**config.mk**
```make
export PLATFORM = sky130hd
export DESIGN_NAME = omec_ctrl
export DESIGN_NICKNAME = d
export VERILOG_FILES = /design/src/omec_pkg.sv /design/src/omec_ctrl.sv
export SDC_FILE = /design/constraint.sdc
export NUM_CORES = 2
export LEC_CHECK = 0
export BUFFER_PORTS_ARGS = -buffer_cell sky130_fd_sc_hd__buf_2
export CAP_MARGIN = 10
export CORE_ASPECT_RATIO = 2
export CORE_UTILIZATION = 65
export DETAILED_ROUTE_END_ITERATION = 10
export HOLD_SLACK_MARGIN = 0.08
export PLACE_DENSITY = 0.94
export SETUP_SLACK_MARGIN = 0.2
export SYNTH_ARGS = -nofsm -noshare
export SYNTH_HDL_FRONTEND = slang
export SYNTH_SLANG_ARGS = --single-unit
```
**constraint.sdc**
```tcl
create_clock -name clk -period 55.3 [get_ports clk]
set_input_delay 2.765 -clock clk [delete_from_list [all_inputs] [get_ports clk]]
set_output_delay 2.765 -clock clk [all_outputs]
set_load 0.02 [all_outputs]
```
**src/omec_pkg.sv**
```systemverilog
// package: register map, attribute codes and sizes for the overlay map emulation control
package omec_pkg;
    // axi register byte offsets
    localparam logic [11:0] OMEC_CTRL_OFF = 12'h000;
    localparam logic [11:0] OMEC_CMD_OFF = 12'h004;
    localparam logic [11:0] OMEC_STAT_OFF = 12'h008;
    localparam logic [11:0] OMEC_MAP_OFF = 12'h00c;
    // ctrl field positions
    localparam int OMEC_CTRL_WAIT_LSB = 0;
    localparam int OMEC_CTRL_WAIT_W = 4;
    localparam int OMEC_CTRL_INTCLK = 4;
    localparam int OMEC_CTRL_SIZE_LSB = 8;
    localparam int OMEC_CTRL_SIZE_W = 3;
    // cmd bits
    localparam int OMEC_CMD_RUN = 0;
    localparam int OMEC_CMD_STOP = 1;
    localparam int OMEC_CMD_RESET = 2;
    localparam int OMEC_CMD_FSI = 3;
    // map register: index in [15:0], attribute in [17:16], write strobe bit 31
    localparam int OMEC_MAP_IDX_W = 16;
    localparam int OMEC_MAP_ATTR_LSB = 16;
    localparam int OMEC_MAP_WE = 31;
    // status bits
    localparam int OMEC_ST_RUN = 0;
    localparam int OMEC_ST_CAUSE_LSB = 1;
    localparam int OMEC_ST_CAUSE_W = 3;
    // segment size 2kb
    localparam int OMEC_SEG_BITS = 11;
    // overlay size codes 0..4 = 128k..2m; log2 bytes of 128k
    localparam int OMEC_OVL_BASE_BITS = 17;
    localparam logic [2:0] OMEC_SIZE_MAX = 3'h4;
    // segment attributes
    localparam logic [1:0] OMEC_ATTR_TARGET = 2'h0;
    localparam logic [1:0] OMEC_ATTR_RW = 2'h1;
    localparam logic [1:0] OMEC_ATTR_RO = 2'h2;
    localparam logic [1:0] OMEC_ATTR_ILLEGAL = 2'h3;
    // break causes
    localparam logic [2:0] OMEC_CAUSE_NONE = 3'h0;
    localparam logic [2:0] OMEC_CAUSE_STOP = 3'h1;
    localparam logic [2:0] OMEC_CAUSE_BRK = 3'h2;
    localparam logic [2:0] OMEC_CAUSE_RESET = 3'h3;
    localparam logic [2:0] OMEC_CAUSE_TERR = 3'h4;
    localparam logic [2:0] OMEC_CAUSE_VIOL = 3'h5;
    localparam logic [2:0] OMEC_CAUSE_MON = 3'h6;
    localparam logic [1:0] OMEC_RESP_OKAY = 2'h0;
    localparam logic [1:0] OMEC_RESP_SLVERR = 2'h2;
    // run/pause states
    typedef enum logic {OMEC_PAUSE, OMEC_RUN} omec_state_e;
endpackage

```
**src/omec_ctrl.sv**
```systemverilog
// overlay map emulation control: run/pause, segment map, access routing
`timescale 1ns/100ps
// Function
// - two states only: running emulation and paused
// - run ends on stop, breakpoint, emulator reset or target error
// - stop or breakpoint puts controller into pause
// - target accesses in run get no added wait states
// - address space split into 2kb segments, one map entry each
// - each entry holds target, read/write, read-only or illegal
// - overlay-mapped accesses go to overlay ram, never to target
// - programmable 0 to 15 overlay wait states, zero allowed
// - overlay accesses real time apart from programmed waits
// - overlay size selectable 128k to 2m, mapping honours it
// - overlay access or write violation breaks emulation automatically
// - event monitor stop request breaks emulation
// - command forces special interrupt into running processor
// - internal clock select gives null target mode
module omec_ctrl #(
    parameter int ADDR_W = 20,
    parameter int SEGS = 512
) (
    input wire logic clk,
    input wire logic rst,
    input wire logic [11:0] s_axi_awaddr,
    input wire logic s_axi_awvalid,
    output logic s_axi_awready,
    input wire logic [31:0] s_axi_wdata,
    input wire logic [3:0] s_axi_wstrb,
    input wire logic s_axi_wvalid,
    output logic s_axi_wready,
    output logic [1:0] s_axi_bresp,
    output logic s_axi_bvalid,
    input wire logic s_axi_bready,
    input wire logic [11:0] s_axi_araddr,
    input wire logic s_axi_arvalid,
    output logic s_axi_arready,
    output logic [31:0] s_axi_rdata,
    output logic [1:0] s_axi_rresp,
    output logic s_axi_rvalid,
    input wire logic s_axi_rready,
    input wire logic [ADDR_W-1:0] cpu_addr,
    input wire logic cpu_req,
    input wire logic cpu_we,
    output logic cpu_ready,
    output logic ovl_sel,
    output logic [ADDR_W-1:0] ovl_addr,
    output logic tgt_sel,
    output logic brk_req,
    input wire logic mon_stop,
    input wire logic target_err,
    output logic run_o,
    output logic fsi_o,
    output logic intclk_o
);
    localparam int SEG_IDX_W = ADDR_W - omec_pkg::OMEC_SEG_BITS;

    omec_pkg::omec_state_e state_r;
    logic [1:0] map_r [SEGS];
    logic [3:0] wait_r;
    logic intclk_r;
    logic [2:0] size_r;
    logic [2:0] cause_r;
    logic [3:0] wcnt_r;
    logic busy_r;
    logic aw_got_r, w_got_r;
    logic [11:0] awaddr_r;
    logic [31:0] wdata_r;
    logic [3:0] wstrb_r; // strobes held with the captured data word

    // axi write channel capture, either order
    wire aw_hs = s_axi_awvalid && s_axi_awready;
    wire w_hs = s_axi_wvalid && s_axi_wready;
    wire wr_go = aw_got_r && w_got_r && !s_axi_bvalid;
    wire sel_ctrl = awaddr_r == omec_pkg::OMEC_CTRL_OFF;
    wire sel_cmd = awaddr_r == omec_pkg::OMEC_CMD_OFF;
    wire sel_map = awaddr_r == omec_pkg::OMEC_MAP_OFF;
    wire sel_stat = awaddr_r == omec_pkg::OMEC_STAT_OFF;
    wire wr_ok = sel_ctrl || sel_cmd || sel_map || sel_stat;
    wire cmd_wr = wr_go && sel_cmd && wstrb_r[0];
    wire cmd_run = cmd_wr && wdata_r[omec_pkg::OMEC_CMD_RUN];
    wire cmd_stop = cmd_wr && wdata_r[omec_pkg::OMEC_CMD_STOP];
    wire cmd_reset = cmd_wr && wdata_r[omec_pkg::OMEC_CMD_RESET];
    wire cmd_fsi = cmd_wr && wdata_r[omec_pkg::OMEC_CMD_FSI];
    wire map_wr = wr_go && sel_map && wdata_r[omec_pkg::OMEC_MAP_WE];
    wire [SEG_IDX_W-1:0] map_widx = wdata_r[SEG_IDX_W-1:0];
    wire [1:0] map_wattr = wdata_r[omec_pkg::OMEC_MAP_ATTR_LSB +: 2];

    // segment lookup of current processor access
    wire [SEG_IDX_W-1:0] seg = cpu_addr[ADDR_W-1:omec_pkg::OMEC_SEG_BITS];
    wire [1:0] attr = map_r[seg];
    wire is_ovl = attr == omec_pkg::OMEC_ATTR_RW || attr == omec_pkg::OMEC_ATTR_RO;
    wire viol = (attr == omec_pkg::OMEC_ATTR_ILLEGAL)
        || (attr == omec_pkg::OMEC_ATTR_RO && cpu_we);
    // overlay address wraps within the chosen board size
    wire [4:0] ovl_bits = 5'(omec_pkg::OMEC_OVL_BASE_BITS) + {2'h0, size_r};
    wire [ADDR_W-1:0] ovl_mask = ADDR_W'((33'h1 << ovl_bits) - 33'h1);
    wire running = state_r == omec_pkg::OMEC_RUN;
    wire acc_new = cpu_req && !busy_r && !cpu_ready;
    wire viol_hit = running && acc_new && viol;

    // break cause priority: reset, target error, violation, stop, monitor
    wire brk_any = running && (cmd_reset || target_err || viol_hit || cmd_stop || mon_stop);
    wire [2:0] cause_nxt = cmd_reset ? omec_pkg::OMEC_CAUSE_RESET :
        target_err ? omec_pkg::OMEC_CAUSE_TERR :
        viol_hit ? omec_pkg::OMEC_CAUSE_VIOL :
        cmd_stop ? omec_pkg::OMEC_CAUSE_STOP : omec_pkg::OMEC_CAUSE_MON;

    // read data mux
    wire [31:0] rd_val =
        s_axi_araddr == omec_pkg::OMEC_CTRL_OFF ? {21'h0, size_r, 3'h0, intclk_r, wait_r} :
        s_axi_araddr == omec_pkg::OMEC_STAT_OFF ? {28'h0, cause_r, running} :
        32'h0;
    wire rd_ok = s_axi_araddr == omec_pkg::OMEC_CTRL_OFF
        || s_axi_araddr == omec_pkg::OMEC_STAT_OFF
        || s_axi_araddr == omec_pkg::OMEC_CMD_OFF
        || s_axi_araddr == omec_pkg::OMEC_MAP_OFF;

    // axi handshake state
    always_ff @(posedge clk or posedge rst)
    begin
        if (rst)
        begin
            s_axi_awready <= 1'b1;
            s_axi_wready <= 1'b1;
            aw_got_r <= 1'b0;
            w_got_r <= 1'b0;
            awaddr_r <= 12'h0;
            wdata_r <= 32'h0;
            wstrb_r <= 4'h0;
            s_axi_bvalid <= 1'b0;
            s_axi_bresp <= omec_pkg::OMEC_RESP_OKAY;
        end
        else
        begin
            if (aw_hs)
            begin
                awaddr_r <= s_axi_awaddr;
                aw_got_r <= 1'b1;
                s_axi_awready <= 1'b0;
            end
            if (w_hs)
            begin
                wdata_r <= s_axi_wdata;
                wstrb_r <= s_axi_wstrb; // master may drop strobes once data is taken
                w_got_r <= 1'b1;
                s_axi_wready <= 1'b0;
            end
            if (wr_go)
            begin
                s_axi_bvalid <= 1'b1;
                s_axi_bresp <= wr_ok ? omec_pkg::OMEC_RESP_OKAY : omec_pkg::OMEC_RESP_SLVERR;
                aw_got_r <= 1'b0;
                w_got_r <= 1'b0;
            end
            if (s_axi_bvalid && s_axi_bready)
            begin
                s_axi_bvalid <= 1'b0;
                s_axi_awready <= 1'b1;
                s_axi_wready <= 1'b1;
            end
        end
    end

    // axi read: one cycle answer
    always_ff @(posedge clk or posedge rst)
    begin
        if (rst)
        begin
            s_axi_arready <= 1'b1;
            s_axi_rvalid <= 1'b0;
            s_axi_rdata <= 32'h0;
            s_axi_rresp <= omec_pkg::OMEC_RESP_OKAY;
        end
        else if (s_axi_arvalid && s_axi_arready)
        begin
            s_axi_arready <= 1'b0;
            s_axi_rvalid <= 1'b1;
            s_axi_rdata <= rd_val;
            s_axi_rresp <= rd_ok ? omec_pkg::OMEC_RESP_OKAY : omec_pkg::OMEC_RESP_SLVERR;
        end
        else if (s_axi_rvalid && s_axi_rready)
        begin
            s_axi_rvalid <= 1'b0;
            s_axi_arready <= 1'b1;
        end
    end

    // configuration register
    always_ff @(posedge clk or posedge rst)
    begin
        if (rst)
        begin
            wait_r <= 4'h0;
            intclk_r <= 1'b0;
            size_r <= 3'h0;
        end
        else if (wr_go && sel_ctrl)
        begin
            if (wstrb_r[0])
            begin
                wait_r <= wdata_r[omec_pkg::OMEC_CTRL_WAIT_LSB +: omec_pkg::OMEC_CTRL_WAIT_W];
                intclk_r <= wdata_r[omec_pkg::OMEC_CTRL_INTCLK];
            end
            if (wstrb_r[1] &&
                wdata_r[omec_pkg::OMEC_CTRL_SIZE_LSB +: omec_pkg::OMEC_CTRL_SIZE_W]
                    <= omec_pkg::OMEC_SIZE_MAX)
                size_r <= wdata_r[omec_pkg::OMEC_CTRL_SIZE_LSB +: omec_pkg::OMEC_CTRL_SIZE_W];
        end
    end

    // segment map memory, cleared to target at reset
    always_ff @(posedge clk or posedge rst)
    begin
        if (rst)
            for (int i = 0; i < SEGS; i++)
                map_r[i] <= omec_pkg::OMEC_ATTR_TARGET;
        else if (map_wr)
            map_r[map_widx] <= map_wattr;
    end

    // run/pause state machine
    always_ff @(posedge clk or posedge rst)
    begin
        if (rst)
        begin
            state_r <= omec_pkg::OMEC_PAUSE;
            cause_r <= omec_pkg::OMEC_CAUSE_NONE;
            brk_req <= 1'b0;
            fsi_o <= 1'b0;
        end
        else
        begin
            brk_req <= 1'b0;
            fsi_o <= running && cmd_fsi && !brk_any;
            case (state_r)
                omec_pkg::OMEC_PAUSE:
                begin
                    if (cmd_run && !cmd_stop && !cmd_reset)
                    begin
                        state_r <= omec_pkg::OMEC_RUN;
                        cause_r <= omec_pkg::OMEC_CAUSE_NONE;
                    end
                end
                omec_pkg::OMEC_RUN:
                begin
                    if (brk_any)
                    begin
                        state_r <= omec_pkg::OMEC_PAUSE;
                        cause_r <= cause_nxt;
                        brk_req <= 1'b1;
                    end
                end
                default:
                    state_r <= omec_pkg::OMEC_PAUSE;
            endcase
        end
    end

    // access routing and wait insertion
    always_ff @(posedge clk or posedge rst)
    begin
        if (rst)
        begin
            busy_r <= 1'b0;
            wcnt_r <= 4'h0;
            cpu_ready <= 1'b0;
            ovl_sel <= 1'b0;
            tgt_sel <= 1'b0;
            ovl_addr <= '0;
        end
        else
        begin
            cpu_ready <= 1'b0;
            if (acc_new)
            begin
                ovl_sel <= is_ovl && !viol;
                tgt_sel <= (attr == omec_pkg::OMEC_ATTR_TARGET) && !intclk_r;
                ovl_addr <= cpu_addr & ovl_mask;
                if (is_ovl && !viol && wait_r != 4'h0)
                begin
                    busy_r <= 1'b1;
                    wcnt_r <= wait_r;
                end
                else
                    cpu_ready <= 1'b1;
            end
            else if (busy_r)
            begin
                wcnt_r <= wcnt_r - 4'h1;
                if (wcnt_r == 4'h1)
                begin
                    busy_r <= 1'b0;
                    cpu_ready <= 1'b1;
                end
            end
            else if (!cpu_req)
            begin
                ovl_sel <= 1'b0;
                tgt_sel <= 1'b0;
            end
        end
    end

    // status pins
    always_ff @(posedge clk or posedge rst)
    begin
        if (rst)
        begin
            run_o <= 1'b0;
            intclk_o <= 1'b0;
        end
        else
        begin
            run_o <= running;
            intclk_o <= intclk_r;
        end
    end
endmodule

```
==> impl_metrics.csv <==
group,metric,value,unit
setup_path,critPathKind,"input port to flip-flop",
setup_path,reg2reg_depth,15,
worst_hold_path,hp-start,"intclk_r",
clocking,cts-resized-gates,0,
die,row_count,148,
setup_path,reg2reg_to,"cause_r[1]",
setup_path,cp_common_cell,"a21oi_1",
global_route,grt_pass1_wl,251000,microns
timing,worst_pin_slew,1440,ps
timing,fin_skew,41.6,ps
clocking,h-tree-depth,3,
die,die_w,205,microns
clocking,clk_pin_slew,70,ps
global_route,grt_usage,0.408,
die,io-pin-count,159,
setup_path,critPathRequiredTime,55890,ps
setup_path,max_stage_delay,750,ps
placed_design,place_ws,44720,ps
clocking,cts_root_buffer,"clkbuf_16",
clocking,cts_tree,"yes",
power,p_per_area,33.0,nW/um^2
timing,maxSlewViolCount,0,
global_route,grt_pass1_vias,40900,
timing,setup_tns,0,ps
die,start_util,0.657,
final_layout,drive_above_1_share,0.371,
route,vias,38500,
route,antenna_left,0,
flow_run,max_cap_violations,0,
route,drtPass1Iterations,7,
worst_hold_path,hold_path_class,"flip-flop to flip-flop",
clocking,clock_latency,740,ps
setup_path,cp-start-kind,"input port",
die,core_area,81500,sq um
setup_path,cp_max_fo,100,
route,wl_per_cell,32.9,microns
setup_path,cp_slowest_cell,"buf_4",
yosys,ys_types,72,
timing,hold_violations,0,
yosys,ys_warn_count,0,
clocking,numCtsBuffers,88,
timing,finalWorstSetupSlack,44260,ps
die,die_height,408,microns
clocking,clockBufferDepth,3,
worst_hold_path,hold_end,"intclk_o",
route,wirelength,171000,microns
clocking,cts_setup_buffers,0,
timing,rsz0062_at_grt,"false",
yosys,synth_edf_count,0,
die,dieArea,83600,sq um
setup_path,arrival,11630,ps
yosys,netlist_instances,4111,
yosys,synthFlopType,"dfrtp_1",
placed_design,hpwlAfterDp,93600,microns
timing,fin_crit,11040,ps
final_layout,syn2layout_area_growth,6.79,%
timing,post-route-period-util,0.200,
route,drc_errors,0,
global_route,grt-ovfl-total,0,
setup_path,critPathCaptureType,"flip-flop",
status,status,"complete, no violations",
power,peakVddDrop,0.0428,mV
worst_hold_path,hold_path_depth,0,
timing,slew_headroom,0.0405,
clocking,holdBufCountCts,0,
placed_design,io_buffers,112,
yosys,seq_area_frac_synth,0.520,
power,p_leak,27.6,nW
setup_path,crit_chain,"buf_8 > buf_4 > buf_12 > buf_12 > buf_4 > mux2i_1 > o221ai_1 > a21oi_1 > nor4_1 > nand4_1 > o22ai_1 > nor4b_2 > ha_1 > a21oi_1 > nor2_1 > a21oi_1 > nor2b_1 > a21oi_1 > nor2b_1 > mux2_2",
setup_path,r2r_start,"map_r[756]",
clocking,clock_sinks,1113,
final_layout,fin_nets,4167,
global_route,grt_max_degree,268,
placed_design,gp_congestion,0.928,
yosys,synth-seq-cells,1113,
yosys,synth_area,53500,sq um
timing,max_freq,90.6,MHz
timing,setup_viol,0,
route,drtIter0Drc,5266,
setup_path,reg2reg_slack,48850,ps
yosys,ys_async_sr_fraction,1.00,
yosys,synth.avg_cell_area,13.0,sq um
global_route,antenna_found_initial,12,
route,vias_per_cell,7.40,
[per-stage QoR]
step	hold slack [ps]	area, sq um	utilization	total power, mW	std cells
3_3_place_gp	381	54100	0.664	1.20	5020
3_5_place_dp	407	54100	0.664	1.21	5020
6_report	452	57200	0.702	1.89	5197
4_1_cts	425	57000	0.700	1.85	5180
5_1_grt	451	57200	0.701	1.93	5192
2_1_floorplan	375	53600	-	1.08	4136
[synth_stat cells (10+ instances only)]
cell / number / share of area
nand4_1: 11 / 0.0013
nand2_1: 482 / 0.034
mux4_1: 20 / 0.0098
clkbuf_1: 202 / 0.014
o21ai_0: 53 / 0.0050
nor3_1: 44 / 0.0041
nor4_1: 15 / 0.0018
nor2_1: 211 / 0.015
dfrtp_1: 1110 / 0.52
a21oi_1: 57 / 0.0053
a211oi_1: 14 / 0.0020
mux2_2: 1062 / 0.22
nand3_1: 22 / 0.0021
mux4_2: 110 / 0.046
a22o_1: 10 / 0.0016
o221ai_1: 107 / 0.018
buf_4: 38 / 0.0053
o22ai_1: 39 / 0.0046
buf_2: 46 / 0.0043
mux2i_1: 258 / 0.048
buf_8: 12 / 0.0034
buf_6: 11 / 0.0023
nand2b_1: 11 / 0.0013
buf_12: 18 / 0.0067
inv_1: 14 / 0.00098
buf_1: 11 / 0.00077
[area by class of cell]
| cell class | count | area, sq um |
|---|---|---|
| Sequential cell | 1113 | 27900 |
| Inverter | 16 | 67.6 |
| Fill cell | 4487 | 24300 |
| Clock buffer | 137 | 2670 |
| Tap cell | 1050 | 1310 |
| Multi-Input combinational cell | 2663 | 23800 |
| Clock inverter | 23 | 235 |
| Timing Repair Buffer | 188 | 1240 |
| Antenna cell | 7 | 17.5 |
[worst max-delay path by stage]
| stage | startpoint | to | slack [ps] | cells after the start |
|---|---|---|---|---|
| 6_report | cpu_addr[11] | cause_r[1] | 44260 | 20 |
| 3_3_place_gp | cpu_addr[11] | cause_r[2] | 44830 | 19 |
| 4_1_cts | cpu_addr[11] | cause_r[1] | 45070 | 19 |
| 5_1_grt | cpu_addr[11] | cause_r[1] | 44060 | 20 |
| 3_5_place_dp | cpu_addr[11] | cause_r[1] | 44720 | 19 |
| 2_1_floorplan | rst | aw_got_r | 21200 | 1 |
[cell usage in the layout, fill, tap and decap left out, types with 39 or more instances in the layout]
master | netlist | layout
o221ai_1 | 107 | 107
nand2_1 | 482 | 482
o22ai_1 | 39 | 39
nor2_1 | 211 | 200
clkbuf_16 | 0 | 93
mux2i_1 | 258 | 258
buf_2 | 46 | 109
a21oi_1 | 57 | 57
mux4_2 | 110 | 110
dfrtp_1 | 1110 | 1108
mux2_2 | 1062 | 1062
o21ai_0 | 53 | 53
buf_4 | 38 | 67
[state kept, by name (all words and copies together) (netlist names), 2 cells and up]
signal and cells:
wstrb_r 2, cause_r 3, wcnt_r 4, wdata_r 14
map_r 1024, ovl_addr 20, s_axi_rdata 8, awaddr_r 12
wait_r 4, size_r 3
[critical path: cells and delay by family]
kind                     cells  cell delay (ps)
adder cells (fa/ha/maj)      1              280
AO/OA/AOI/OAI                6             2200
buffers and inverters        5             3140
multiplexers                 2              600
AND/OR/NAND/NOR              6             2270
[report_power, final]
part	leakage [nW]	internal, mW	switching (mW)
Sequential	15.4	0.835	0.0473
Clock	1.43	0.352	0.310
Combinational	10.8	0.0640	0.280
[routing by layer]
metal	routed length, microns	global-route usage	vias to the layer above
met2	79500	0.626	3279
met4	18700	0.373	16
met3	21500	0.138	1308
met5	193	0.00833	-
met1	51000	0.439	19100
li1	-	-	14800
[cells by family after synthesis]
kind of cell / synth area share
xor+xnor: 0.000164
other cells: 0.000140
compound gates: 0.0446
mux: 0.328
simple gates: 0.0660
buf+inv: 0.0395
flops: 0.520
fa+ha+maj: 0.00140
No activity file was read; power rests on OpenSTA's default activity.
